[src/hw/rcf_consts.svh]
// constants for the remap cache fill policy block
`ifndef RCF_CONSTS_SVH
`define RCF_CONSTS_SVH

// register offsets (byte addresses, one word each)
`define RCF_REG_CAP       8'h00
`define RCF_REG_CTRL      8'h04
`define RCF_REG_FILLCNT   8'h08
`define RCF_REG_DROPCNT   8'h0c
`define RCF_REG_LAST      8'h10
`define RCF_REG_TLBCNT    8'h14

// field positions
`define RCF_CAP_CM_BIT    0
`define RCF_CTRL_CM_BIT   0
`define RCF_CTRL_PDE_BIT  1
`define RCF_CTRL_IEC_BIT  2

// reset value and unmapped read value
`define RCF_CTRL_RST      32'h0000_0006
`define RCF_UNMAPPED_RD   32'h0000_0000

// reserved domain tag for faulting entries cached without a context
`define RCF_FAULT_DID     16'h0000

// cache geometry
`define RCF_TLB_DEPTH     8
`define RCF_TLB_IDX_W     3
`define RCF_DID_W         16
`define RCF_ADDR_W        20

`endif

[src/hw/rcf_pkg.sv]
// types shared by the remap cache fill policy block
package rcf_pkg;

   // structure that a lookup result targets
   typedef enum logic [1:0] {
      RCF_TGT_CTX = 2'b00,
      RCF_TGT_TLB = 2'b01,
      RCF_TGT_PDE = 2'b10,
      RCF_TGT_IEC = 2'b11
   } rcf_target_t;

   // invalidation kinds for the translation cache
   typedef enum logic [1:0] {
      RCF_INV_NONE   = 2'b00,
      RCF_INV_GLOBAL = 2'b01,
      RCF_INV_DOMAIN = 2'b10,
      RCF_INV_PAGE   = 2'b11
   } rcf_inv_t;

endpackage : rcf_pkg

[src/hw/rcf_fill_policy.sv]
// fill policy for the context, translation, directory and interrupt entry caches
//
// The implementer's own choices: strobed register access and the placing of the registers.
`timescale 1ns/1ps
`default_nettype none
`include "rcf_consts.svh"

// Behaviour
// - capability register reports whether faulting entries are kept in caches.
// - hardware default reports the flag zero; setting it is for emulation only.
// - flag clear: no context fill on root fetch error, absent or bad root.
// - flag clear: no context fill on context fetch error, absent or bad context.
// - flag clear: no context fill when reserved fields are non-zero.
// - flag set: faulting root or context results may be cached.
// - cached faulting entry without present context is tagged domain zero.
// - translation entry holds address translation plus accumulated read/write.
// - flag clear: translation cache takes only successful walks with a permission.
// - flag clear: no fill on table pointer fetch error or context faults.
// - flag clear: entry with both permissions clear is not present, not cached.
// - flag clear: bad or reserved-set table entry blocks translation fill.
// - flag clear: accumulated permissions both clear blocks translation fill.
// - flag set: erroneous translations may enter the translation cache.
// - directory cache is optional and invisible except via keep hint.
// - flag clear: faulting directory entry is not placed in directory cache.
// - flag clear: directory entry with partial permissions both clear not cached.
// - flag set: faulting directory entries may be cached.
// - interrupt entries may be held in the interrupt entry store.
// - flag clear: faulting interrupt entry not stored; flag set may store.
// - page invalidation with keep hint clear also flushes directory entries.
module rcf_fill_policy (
   input  wire logic                        i_clk,
   input  wire logic                        i_sys_rst,
   // register port
   input  wire logic [7:0]                  i_reg_addr,
   input  wire logic [31:0]                 i_reg_wdata,
   input  wire logic                        i_reg_wr,
   input  wire logic                        i_reg_rd,
   // lookup result from the walker
   input  wire logic                        i_res_valid,
   input  wire rcf_pkg::rcf_target_t        i_res_target,
   input  wire logic [`RCF_ADDR_W-1:0]      i_res_addr,
   input  wire logic [`RCF_ADDR_W-1:0]      i_res_xlat,
   input  wire logic                        i_res_ctx_present,
   input  wire logic [`RCF_DID_W-1:0]       i_res_did,
   input  wire logic                        i_root_fetch_err,
   input  wire logic                        i_root_absent,
   input  wire logic                        i_root_bad,
   input  wire logic                        i_ctx_fetch_err,
   input  wire logic                        i_ctx_absent,
   input  wire logic                        i_ctx_bad,
   input  wire logic                        i_rsvd_nonzero,
   input  wire logic                        i_tbl_fetch_err,
   input  wire logic                        i_tbl_no_perm,
   input  wire logic                        i_tbl_bad,
   input  wire logic                        i_acc_rd,
   input  wire logic                        i_acc_wr,
   input  wire logic                        i_intr_fault,
   // translation cache invalidation
   input  wire logic                        i_inv,
   input  wire rcf_pkg::rcf_inv_t           i_inv_kind,
   input  wire logic [`RCF_DID_W-1:0]       i_inv_did,
   input  wire logic [`RCF_ADDR_W-1:0]      i_inv_addr,
   input  wire logic                        i_inv_keep_hint,
   // lookup port of the translation cache
   input  wire logic [`RCF_ADDR_W-1:0]      i_look_addr,
   input  wire logic [`RCF_DID_W-1:0]       i_look_did,
   // outputs
   output logic [31:0]                      o_reg_rdata,
   output logic                             o_ctx_fill,
   output logic                             o_tlb_fill,
   output logic                             o_pde_fill,
   output logic                             o_iec_fill,
   output logic [`RCF_DID_W-1:0]            o_fill_did,
   output logic                             o_fault_report,
   output logic                             o_pde_flush,
   output logic                             o_tlb_hit,
   output logic [`RCF_ADDR_W-1:0]           o_tlb_xlat,
   output logic                             o_tlb_rd,
   output logic                             o_tlb_wr
);
   import rcf_pkg::*;

   // ==========================================================
   // control state
   // ==========================================================
   logic                     cm_flag;
   logic                     pde_en;
   logic                     iec_en;
   logic [31:0]              fill_cnt;
   logic [31:0]              drop_cnt;
   logic [31:0]              last_status;
   logic [`RCF_TLB_IDX_W:0]  tlb_count;

   logic                     ctx_fault;
   logic                     walk_fault;
   logic                     pde_fault;
   logic                     fault_any;
   logic                     next_ctx_fill;
   logic                     next_tlb_fill;
   logic                     next_pde_fill;
   logic                     next_iec_fill;
   logic [`RCF_DID_W-1:0]    next_fill_did;
   logic                     tlb_fill_now;

   // reset image of the control register, picked apart per field
   localparam logic [31:0] CTRL_RST_VAL = `RCF_CTRL_RST;

   // control register: flag resets to zero as hardware requires
   always_ff @(posedge i_clk) begin
      if (i_sys_rst) begin
         cm_flag <= CTRL_RST_VAL[`RCF_CTRL_CM_BIT];
         pde_en  <= CTRL_RST_VAL[`RCF_CTRL_PDE_BIT];
         iec_en  <= CTRL_RST_VAL[`RCF_CTRL_IEC_BIT];
      end else if (i_reg_wr && (i_reg_addr == `RCF_REG_CTRL)) begin
         cm_flag <= i_reg_wdata[`RCF_CTRL_CM_BIT];
         pde_en  <= i_reg_wdata[`RCF_CTRL_PDE_BIT];
         iec_en  <= i_reg_wdata[`RCF_CTRL_IEC_BIT];
      end
   end

   // ==========================================================
   // fault classification
   // ==========================================================
   // root/context faults, shared by the context, translation and directory structures
   assign ctx_fault  = i_root_fetch_err | i_root_absent | i_root_bad
                     | i_ctx_fetch_err | i_ctx_absent | i_ctx_bad
                     | i_rsvd_nonzero;
   // page walk faults for the leaf cache
   assign walk_fault = ctx_fault | i_tbl_fetch_err
                     | i_tbl_no_perm
                     | i_tbl_bad
                     | ~(i_acc_rd | i_acc_wr);
   // directory faults use partial accumulated permissions
   assign pde_fault  = ctx_fault | i_tbl_fetch_err | i_tbl_no_perm | i_tbl_bad
                     | ~(i_acc_rd | i_acc_wr);

   // fault seen for the current target
   always_comb begin
      unique case (i_res_target)
         RCF_TGT_CTX: fault_any = ctx_fault;
         RCF_TGT_TLB: fault_any = walk_fault;
         RCF_TGT_PDE: fault_any = pde_fault;
         RCF_TGT_IEC: fault_any = i_intr_fault;
      endcase
   end

   // fill decisions: faulting results cached only while the flag is set
   always_comb begin
      next_ctx_fill = i_res_valid && (i_res_target == RCF_TGT_CTX)
                    && (cm_flag || !ctx_fault);
      next_tlb_fill = i_res_valid && (i_res_target == RCF_TGT_TLB)
                    && (cm_flag || !walk_fault);
      next_pde_fill = i_res_valid && (i_res_target == RCF_TGT_PDE) && pde_en
                    && (cm_flag || !pde_fault);
      next_iec_fill = i_res_valid && (i_res_target == RCF_TGT_IEC) && iec_en
                    && (cm_flag || !i_intr_fault);
   end

   // domain tag: reserved zero when no present context was found
   assign next_fill_did = i_res_ctx_present ? i_res_did : `RCF_FAULT_DID;
   assign tlb_fill_now  = next_tlb_fill;

   // ==========================================================
   // registered fill strobes
   // ==========================================================
   always_ff @(posedge i_clk) begin
      if (i_sys_rst) begin
         o_ctx_fill <= 1'b0;
         o_tlb_fill <= 1'b0;
         o_pde_fill <= 1'b0;
         o_iec_fill <= 1'b0;
         o_fill_did <= '0;
      end else begin
         o_ctx_fill <= next_ctx_fill;
         o_tlb_fill <= next_tlb_fill;
         o_pde_fill <= next_pde_fill;
         o_iec_fill <= next_iec_fill;
         o_fill_did <= next_fill_did;
      end
   end

   // fault reported for every faulting result, so uncached faults recur
   always_ff @(posedge i_clk) begin
      if (i_sys_rst) begin
         o_fault_report <= 1'b0;
      end else begin
         o_fault_report <= i_res_valid && fault_any;
      end
   end

   // directory flush on translation invalidations
   always_ff @(posedge i_clk) begin
      if (i_sys_rst) begin
         o_pde_flush <= 1'b0;
      end else begin
         o_pde_flush <= i_inv && pde_en && ((i_inv_kind == RCF_INV_GLOBAL)
                        || (i_inv_kind == RCF_INV_DOMAIN)
                        || ((i_inv_kind == RCF_INV_PAGE) && !i_inv_keep_hint));
      end
   end

   // ==========================================================
   // statistics
   // ==========================================================
   always_ff @(posedge i_clk) begin
      if (i_sys_rst) begin
         fill_cnt    <= '0;
         drop_cnt    <= '0;
         last_status <= '0;
      end else if (i_res_valid) begin
         if (next_ctx_fill || next_tlb_fill || next_pde_fill || next_iec_fill) begin
            fill_cnt <= fill_cnt + 32'h1;
         end else begin
            drop_cnt <= drop_cnt + 32'h1;
         end
         last_status <= {26'h0, i_acc_wr, i_acc_rd, fault_any, i_res_ctx_present,
                         i_res_target};
      end
   end

   // ==========================================================
   // translation cache
   // ==========================================================
   rcf_tlb_store u_tlb (
      .i_clk       (i_clk),
      .i_sys_rst   (i_sys_rst),
      .i_fill      (tlb_fill_now),
      .i_fill_addr (i_res_addr),
      .i_fill_xlat (i_res_xlat),
      .i_fill_did  (next_fill_did),
      .i_fill_rd   (i_acc_rd),
      .i_fill_wr   (i_acc_wr),
      .i_look_addr (i_look_addr),
      .i_look_did  (i_look_did),
      .i_inv       (i_inv),
      .i_inv_kind  (i_inv_kind),
      .i_inv_did   (i_inv_did),
      .i_inv_addr  (i_inv_addr),
      .o_hit       (o_tlb_hit),
      .o_xlat      (o_tlb_xlat),
      .o_rd        (o_tlb_rd),
      .o_wr        (o_tlb_wr),
      .o_count     (tlb_count)
   );

   // ==========================================================
   // register read port
   // ==========================================================
   always_ff @(posedge i_clk) begin
      if (i_sys_rst) begin
         o_reg_rdata <= '0;
      end else if (i_reg_rd) begin
         unique case (i_reg_addr)
            `RCF_REG_CAP:     o_reg_rdata <= {31'h0, cm_flag};
            `RCF_REG_CTRL:    o_reg_rdata <= {29'h0, iec_en, pde_en, cm_flag};
            `RCF_REG_FILLCNT: o_reg_rdata <= fill_cnt;
            `RCF_REG_DROPCNT: o_reg_rdata <= drop_cnt;
            `RCF_REG_LAST:    o_reg_rdata <= last_status;
            `RCF_REG_TLBCNT:  o_reg_rdata <= {28'h0, tlb_count};
            default:          o_reg_rdata <= `RCF_UNMAPPED_RD;
         endcase
      end else begin
         o_reg_rdata <= '0;
      end
   end

   // ==========================================================
   // assertions
   // ==========================================================
   AST_CTX_NO_FAULT_FILL: assert property (@(posedge i_clk) disable iff (i_sys_rst)
      (i_res_valid && i_res_target == RCF_TGT_CTX && ctx_fault && !cm_flag) |=> !o_ctx_fill)
      else $error("context filled with a faulting entry");
   AST_CTX_GOOD_FILL: assert property (@(posedge i_clk) disable iff (i_sys_rst)
      (i_res_valid && i_res_target == RCF_TGT_CTX && !ctx_fault) |=> o_ctx_fill)
      else $error("clean context result not filled");
   AST_RSVD_BLOCK: assert property (@(posedge i_clk) disable iff (i_sys_rst)
      (i_res_valid && i_rsvd_nonzero && !cm_flag) |=> !(o_ctx_fill || o_tlb_fill || o_pde_fill))
      else $error("reserved-field entry filled");
   AST_CM_KEEP: assert property (@(posedge i_clk) disable iff (i_sys_rst)
      (i_res_valid && i_res_target == RCF_TGT_TLB && cm_flag) |=> o_tlb_fill)
      else $error("flag set but translation not filled");
   AST_DID_ZERO: assert property (@(posedge i_clk) disable iff (i_sys_rst)
      (i_res_valid && !i_res_ctx_present) |=> (o_fill_did == `RCF_FAULT_DID))
      else $error("faulting entry not tagged with domain zero");
   AST_TLB_PERM: assert property (@(posedge i_clk) disable iff (i_sys_rst)
      (o_tlb_fill && !cm_flag && !$past(cm_flag)) |-> $past(i_acc_rd || i_acc_wr))
      else $error("translation filled without any permission");
   AST_WALK_FAULT: assert property (@(posedge i_clk) disable iff (i_sys_rst)
      (i_res_valid && i_tbl_fetch_err && !cm_flag) |=> !o_tlb_fill && !o_pde_fill)
      else $error("walk fault result filled");
   AST_IEC_FAULT: assert property (@(posedge i_clk) disable iff (i_sys_rst)
      (i_res_valid && i_res_target == RCF_TGT_IEC && i_intr_fault && !cm_flag) |=> !o_iec_fill)
      else $error("faulting interrupt entry stored");
   AST_PDE_FLUSH: assert property (@(posedge i_clk) disable iff (i_sys_rst)
      (i_inv && pde_en && i_inv_kind == RCF_INV_PAGE && !i_inv_keep_hint) |=> o_pde_flush)
      else $error("page invalidation did not flush directory cache");
   AST_REFAULT: assert property (@(posedge i_clk) disable iff (i_sys_rst)
      (i_res_valid && fault_any) |=> o_fault_report)
      else $error("fault not reported");
   AST_CAP_RESET: assert property (@(posedge i_clk)
      (i_sys_rst ##1 !i_sys_rst) |-> !cm_flag)
      else $error("flag not clear after reset");

   // result decode per structure, shared by the checks below
   logic                     res_ctx;
   logic                     res_tlb;
   logic                     res_pde;
   logic                     res_iec;
   assign res_ctx = i_res_valid && (i_res_target == RCF_TGT_CTX);
   assign res_tlb = i_res_valid && (i_res_target == RCF_TGT_TLB);
   assign res_pde = i_res_valid && (i_res_target == RCF_TGT_PDE);
   assign res_iec = i_res_valid && (i_res_target == RCF_TGT_IEC);

   // leaf cache refusals with the flag clear
   AST_TLB_NOPERM: assert property (@(posedge i_clk) disable iff (i_sys_rst)
      (res_tlb && i_tbl_no_perm && !cm_flag) |=> !o_tlb_fill)
      else $error("entry without permission filled");
   AST_TLB_BAD: assert property (@(posedge i_clk) disable iff (i_sys_rst)
      (res_tlb && i_tbl_bad && !cm_flag) |=> !o_tlb_fill)
      else $error("bad table entry filled");
   AST_TLB_ACC: assert property (@(posedge i_clk) disable iff (i_sys_rst)
      (res_tlb && !i_acc_rd && !i_acc_wr && !cm_flag) |=> !o_tlb_fill)
      else $error("walk without permission filled");

   // directory, context and interrupt entry policy
   AST_PDE_FAULT: assert property (@(posedge i_clk) disable iff (i_sys_rst)
      (res_pde && pde_fault && !cm_flag) |=> !o_pde_fill)
      else $error("faulting directory entry filled");
   AST_PDE_PARTIAL: assert property (@(posedge i_clk) disable iff (i_sys_rst)
      (res_pde && !i_acc_rd && !i_acc_wr && !cm_flag) |=> !o_pde_fill)
      else $error("directory without permission filled");
   AST_PDE_KEEP: assert property (@(posedge i_clk) disable iff (i_sys_rst)
      (res_pde && pde_en && cm_flag) |=> o_pde_fill)
      else $error("directory result not kept");
   AST_CTX_KEEP: assert property (@(posedge i_clk) disable iff (i_sys_rst)
      (res_ctx && cm_flag) |=> o_ctx_fill)
      else $error("context result not kept");
   AST_IEC_KEEP: assert property (@(posedge i_clk) disable iff (i_sys_rst)
      (res_iec && iec_en && cm_flag) |=> o_iec_fill)
      else $error("interrupt entry not kept");
   AST_PDE_HINT: assert property (@(posedge i_clk) disable iff (i_sys_rst)
      (i_inv && i_inv_kind == RCF_INV_PAGE && i_inv_keep_hint) |=> !o_pde_flush)
      else $error("directory flushed despite keep hint");

   COV_TLB_FILL: cover property (@(posedge i_clk) disable iff (i_sys_rst) o_tlb_fill);
   COV_FAULT_DROP: cover property (@(posedge i_clk) disable iff (i_sys_rst)
      o_fault_report && !o_tlb_fill && !o_ctx_fill);
   COV_PAGE_KEEP: cover property (@(posedge i_clk) disable iff (i_sys_rst)
      i_inv && i_inv_kind == RCF_INV_PAGE && i_inv_keep_hint);
   COV_TLB_HIT: cover property (@(posedge i_clk) disable iff (i_sys_rst) o_tlb_hit);

endmodule : rcf_fill_policy
`default_nettype wire

[src/hw/rcf_tlb_store.sv]
// small translation cache array with permission and domain tags
`timescale 1ns/1ps
`default_nettype none
`include "rcf_consts.svh"

module rcf_tlb_store (
   input  wire logic                       i_clk,
   input  wire logic                       i_sys_rst,
   input  wire logic                       i_fill,
   input  wire logic [`RCF_ADDR_W-1:0]     i_fill_addr,
   input  wire logic [`RCF_ADDR_W-1:0]     i_fill_xlat,
   input  wire logic [`RCF_DID_W-1:0]      i_fill_did,
   input  wire logic                       i_fill_rd,
   input  wire logic                       i_fill_wr,
   input  wire logic [`RCF_ADDR_W-1:0]     i_look_addr,
   input  wire logic [`RCF_DID_W-1:0]      i_look_did,
   input  wire logic                       i_inv,
   input  wire rcf_pkg::rcf_inv_t          i_inv_kind,
   input  wire logic [`RCF_DID_W-1:0]      i_inv_did,
   input  wire logic [`RCF_ADDR_W-1:0]     i_inv_addr,
   output logic                            o_hit,
   output logic [`RCF_ADDR_W-1:0]          o_xlat,
   output logic                            o_rd,
   output logic                            o_wr,
   output logic [`RCF_TLB_IDX_W:0]         o_count
);
   import rcf_pkg::*;

   logic                     valid [`RCF_TLB_DEPTH];
   logic [`RCF_ADDR_W-1:0]   tag   [`RCF_TLB_DEPTH];
   logic [`RCF_ADDR_W-1:0]   xlat  [`RCF_TLB_DEPTH];
   logic [`RCF_DID_W-1:0]    did   [`RCF_TLB_DEPTH];
   logic                     perm_rd [`RCF_TLB_DEPTH];
   logic                     perm_wr [`RCF_TLB_DEPTH];
   logic [`RCF_TLB_IDX_W-1:0] victim;

   // entry matched by an invalidation request
   function automatic logic inv_match(input rcf_inv_t k, input logic [`RCF_DID_W-1:0] ed,
                                      input logic [`RCF_ADDR_W-1:0] ea,
                                      input logic [`RCF_DID_W-1:0] qd,
                                      input logic [`RCF_ADDR_W-1:0] qa);
      inv_match = (k == RCF_INV_GLOBAL) || ((k == RCF_INV_DOMAIN) && (ed == qd)) ||
                  ((k == RCF_INV_PAGE) && (ed == qd) && (ea == qa));
   endfunction : inv_match

   // round robin victim pointer
   always_ff @(posedge i_clk) begin
      if (i_sys_rst) begin
         victim <= '0;
      end else if (i_fill) begin
         victim <= victim + 3'h1;
      end
   end

   // entry storage, invalidation clears the valid bit; fill wins on the victim
   genvar g;
   generate
      for (g = 0; g < `RCF_TLB_DEPTH; g++) begin : g_ent
         always_ff @(posedge i_clk) begin
            if (i_sys_rst) begin
               valid[g] <= 1'b0;
            end else if (i_fill && (victim == `RCF_TLB_IDX_W'(g))) begin
               valid[g] <= 1'b1;
            end else if (i_inv && inv_match(i_inv_kind, did[g], tag[g], i_inv_did, i_inv_addr)) begin
               valid[g] <= 1'b0;
            end
         end
         always_ff @(posedge i_clk) begin
            if (i_fill && (victim == `RCF_TLB_IDX_W'(g))) begin
               tag[g]     <= i_fill_addr;
               xlat[g]    <= i_fill_xlat;
               did[g]     <= i_fill_did;
               perm_rd[g] <= i_fill_rd;
               perm_wr[g] <= i_fill_wr;
            end
         end
      end
   endgenerate

   // registered lookup and occupancy
   always_ff @(posedge i_clk) begin
      logic                     h;
      logic [`RCF_ADDR_W-1:0]   x;
      logic                     r;
      logic                     w;
      logic [`RCF_TLB_IDX_W:0]  c;
      h = 1'b0;
      x = '0;
      r = 1'b0;
      w = 1'b0;
      c = '0;
      for (int i = 0; i < `RCF_TLB_DEPTH; i++) begin
         if (valid[i]) begin
            c = c + 4'h1;
         end
         if (valid[i] && (tag[i] == i_look_addr) && (did[i] == i_look_did)) begin
            h = 1'b1;
            x = xlat[i];
            r = perm_rd[i];
            w = perm_wr[i];
         end
      end
      if (i_sys_rst) begin
         o_hit   <= 1'b0;
         o_xlat  <= '0;
         o_rd    <= 1'b0;
         o_wr    <= 1'b0;
         o_count <= '0;
      end else begin
         o_hit   <= h;
         o_xlat  <= x;
         o_rd    <= r;
         o_wr    <= w;
         o_count <= c;
      end
   end

endmodule : rcf_tlb_store
`default_nettype wire

[config.mk]
export PLATFORM = sky130hd
export DESIGN_NAME = rcf_fill_policy
export DESIGN_NICKNAME = d
export VERILOG_FILES = /design/src/hw/rcf_pkg.sv /design/src/hw/rcf_fill_policy.sv /design/src/hw/rcf_tlb_store.sv
export VERILOG_INCLUDE_DIRS = /design/src /design/src/hw
export SDC_FILE = /design/constraint.sdc
export NUM_CORES = 1
export LEC_CHECK = 0
export BUFFER_PORTS_ARGS = -buffer_cell sky130_fd_sc_hd__buf_2
export CORE_UTILIZATION = 30
export DETAILED_ROUTE_END_ITERATION = 8
export SYNTH_ARGS = -nofsm -noshare
export SYNTH_HDL_FRONTEND = slang
export SYNTH_HIERARCHICAL = 1
export SYNTH_SLANG_ARGS = --single-unit
[constraint.sdc]
create_clock -name i_clk -period 5.3 [get_ports i_clk]
set_input_delay 0.265 -clock i_clk [delete_from_list [all_inputs] [get_ports i_clk]]
set_output_delay 0.265 -clock i_clk [all_outputs]
set_load 0.03 [all_outputs]
==> results.json <==
{
  "vias": 20846,
  "power_density_nw_per_um2": 317.9,
  "finalNetCount": 2963,
  "place_area_um2": 32540,
  "fp.dieW_um": 319.4,
  "fin_area_um2": 35490,
  "syn-cell-area_um2": 30210,
  "p_leak_nw": 12.05,
  "cts_tree": "yes",
  "hpwlAfterDp_um": 70740,
  "die-area_um2": 102000,
  "hold_class": "input port to flip-flop",
  "clk_pin_slew_ps": 60,
  "synth_cell_type_count": 73,
  "clock-sinks": 629,
  "detail_route.wl_per_cell_um": 24.43,
  "final_common_cell": "edfxtp_1",
  "synth_area_leaders": "edfxtp_1, xnor2_1, dfxtp_1",
  "layout_common_cells": "edfxtp_1, xnor2_1, buf_2",
  "hold_ws_ps": 54.35,
  "cap_violations": 0,
  "regArea_um2": 17320,
  "post-route-drc-count": 0,
  "netlist.area_leader.share_pct": 46.91,
  "drt-initial-drc-count": 2180,
  "drive_gt1_share_pct": 16.67,
  "cts_setup_buffers": 0,
  "fmax_mhz": 256.2,
  "status": "finished clean",
  "ctsResizeCount": 0,
  "ys_async_sr_fraction_pct": 0,
  "pin_count": 270,
  "maxSlewHeadroom_pct": 12.69,
  "hold_viol": 0,
  "yosys_most_used_dff": "edfxtp_1",
  "multi_input_area_um2": 11990,
  "start_util_pct": 30.21,
  "antenna_found_initial": 17,
  "post_drt_via_cell_ratio": 5.073,
  "htreeDepth": 3,
  "clock_latency_ps": 640,
  "ys_seq_elements": 629,
  "ys_seq_area_share_pct": 57.31,
  "area.growth.synth_to_final_pct": 17.45,
  "tightest_slew_ps": 1298,
  "syn_avg_cell_area_um2": 12.04,
  "grt_max_degree": 58,
  "yosysWarnings": 6,
  "crit_path_start_kind": "flip-flop",
  "num-fill-cells": 9741,
  "post-synth-top-area-cell": "edfxtp_1",
  "cp-end-kind": "flip-flop",
  "synth_cells": 2510,
  "rows": 116,
  "synthesis.nets": 2725,
  "finalSetupTns_ps": 0,
  "worstHoldPathCells": 1,
  "ir_drop_mv": 0.2187,
  "final-setup-viol-count": 0,
  "synth_edf_count": 472,
  "numPortBuffers": 240,
  "grt_usage_pct": 19.38,
  "cts_root_buffer": "clkbuf_16",
  "cts_buffers": 74,
  "timing.clock.skew_ps": 43.55,
  "path_max_fanout": 22,
  "grt_pass1_vias": 20100,
  "drtAntennaViolNets": 0,
  "required_ps": 5840,
  "wl_um": 100400,
  "r2r_cells": 7,
  "maxSlewViolCount": 0,
  "cts_buffer_depth": 3,
  "cp_data_arrival_time_ps": 4440,
  "die_h_um": 319.4,
  "grt_pass1_wl_um": 143400,
  "overflow": 0,
  "min_period_over_period_pct": 73.66,
  "rsz0062_at_grt": "false",
  "fp.coreArea_um2": 100000,
  "path_class": "flip-flop to flip-flop",
  "drt_first_pass_iters": 6,
  "gp_congestion": 0.9936,
  "fin_crit_ps": 3904
}
## cells in the mapped netlist, types with 48 or more instances
library cell	count
edfxtp_1	472
xnor2_1	427
xor2_1	172
dfxtp_1	157
nor2_1	152
nand4_1	122
nand2_1	114
clkbuf_1	90
a21oi_1	85
nor4_1	63
nand3_1	55
o21ai_0	54
and2_1	50
inv_1	48
## what timing repair did
item	4_1_cts	5_1_grt
endpoints found under the setup margin	0	0
hold endpoints to repair	328	0
hold buffers	50	0
## metrics by stage
stage	setup WS, ps	utilization [%]	total power, W	cells
after floorplan	1668	-	0.005869	2510
after global placement	1319	32.54	0.006177	3920
after detailed placement	1250	32.54	0.006176	3920
after CTS	1531	35.48	0.01141	4106
after global routing	1259	35.48	0.01164	4107
final	1396	35.49	0.01128	4109
## cell families after synthesis
group           count (synthesis)  synth area share, %
simple gates                  715                12.58
flops                         629                57.31
xor+xnor                      601                17.52
compound gates                282                6.618
buf+inv                       205                3.139
mux                            56                1.917
fa+ha+maj                      22               0.9110
## final timing paths
kind	start	to	slack [ps]
setup / recovery	u_tlb/tag[0][62]$_DFFE_PP_	u_tlb/o_xlat[1]$_SDFF_PP0_	1400
hold / removal	i_acc_wr	u_tlb/perm_wr[1][3]$_DFFE_PP_	50
setup reg to reg	u_tlb/tag[0][62]$_DFFE_PP_	u_tlb/o_xlat[1]$_SDFF_PP0_	1400
hold reg to reg	fill_cnt[27]$_SDFFE_PP0P_	fill_cnt[27]$_SDFFE_PP0P_	500
## layout make-up
class | count | area share [%]
multi-input cells | 1676 | 33.78
clock buffers | 95 | 5.673
diodes | 3 | 0.02115
well taps | 1298 | 4.576
inverters | 50 | 0.5289
clock inverters | 41 | 1.209
flip-flops and latches | 629 | 48.80
repair buffers | 317 | 5.419
## metal layers
layer	GRT usage, %	vias to the layer above	share of wire (%)
met5	0	-	0.078
met4	6.827	14	3.2
met3	3.982	148	8.3
met2	30.15	884	45
met1	26.58	10342	44
li1	-	9458	-
## state kept, by name, summed over array words and instances, names as in the netlist, 3 cells and up
register       count
drop_cnt          32
fill_cnt          32
last_status        6
o_fill_did        16
o_reg_rdata       32
u_tlb/did        128
u_tlb/o_count      4
u_tlb/o_xlat      20
u_tlb/perm_rd      8
u_tlb/perm_wr      8
u_tlb/tag        160
u_tlb/valid        8
u_tlb/victim       3
u_tlb/xlat       160
## power by group
group	switching [W]	leakage (nW)	internal [W]	total [W]
clock	0.00212	1.19	0.00304	0.00517
combinational	0.000511	5.32	0.000278	0.000788
sequential	0.0000204	5.54	0.00530	0.00532
total	0.00266	12.1	0.00863	0.0113
## worst max-delay path: stages (launching register included)
cell,delay (ps)
edfxtp_1,420
xnor2_1,600
nand4_1,350
nor4_1,520
nand3_1,400
nand2_1,900
o221ai_1,370
a211oi_2,260
Note: power is estimated with default switching activity, not from simulation.
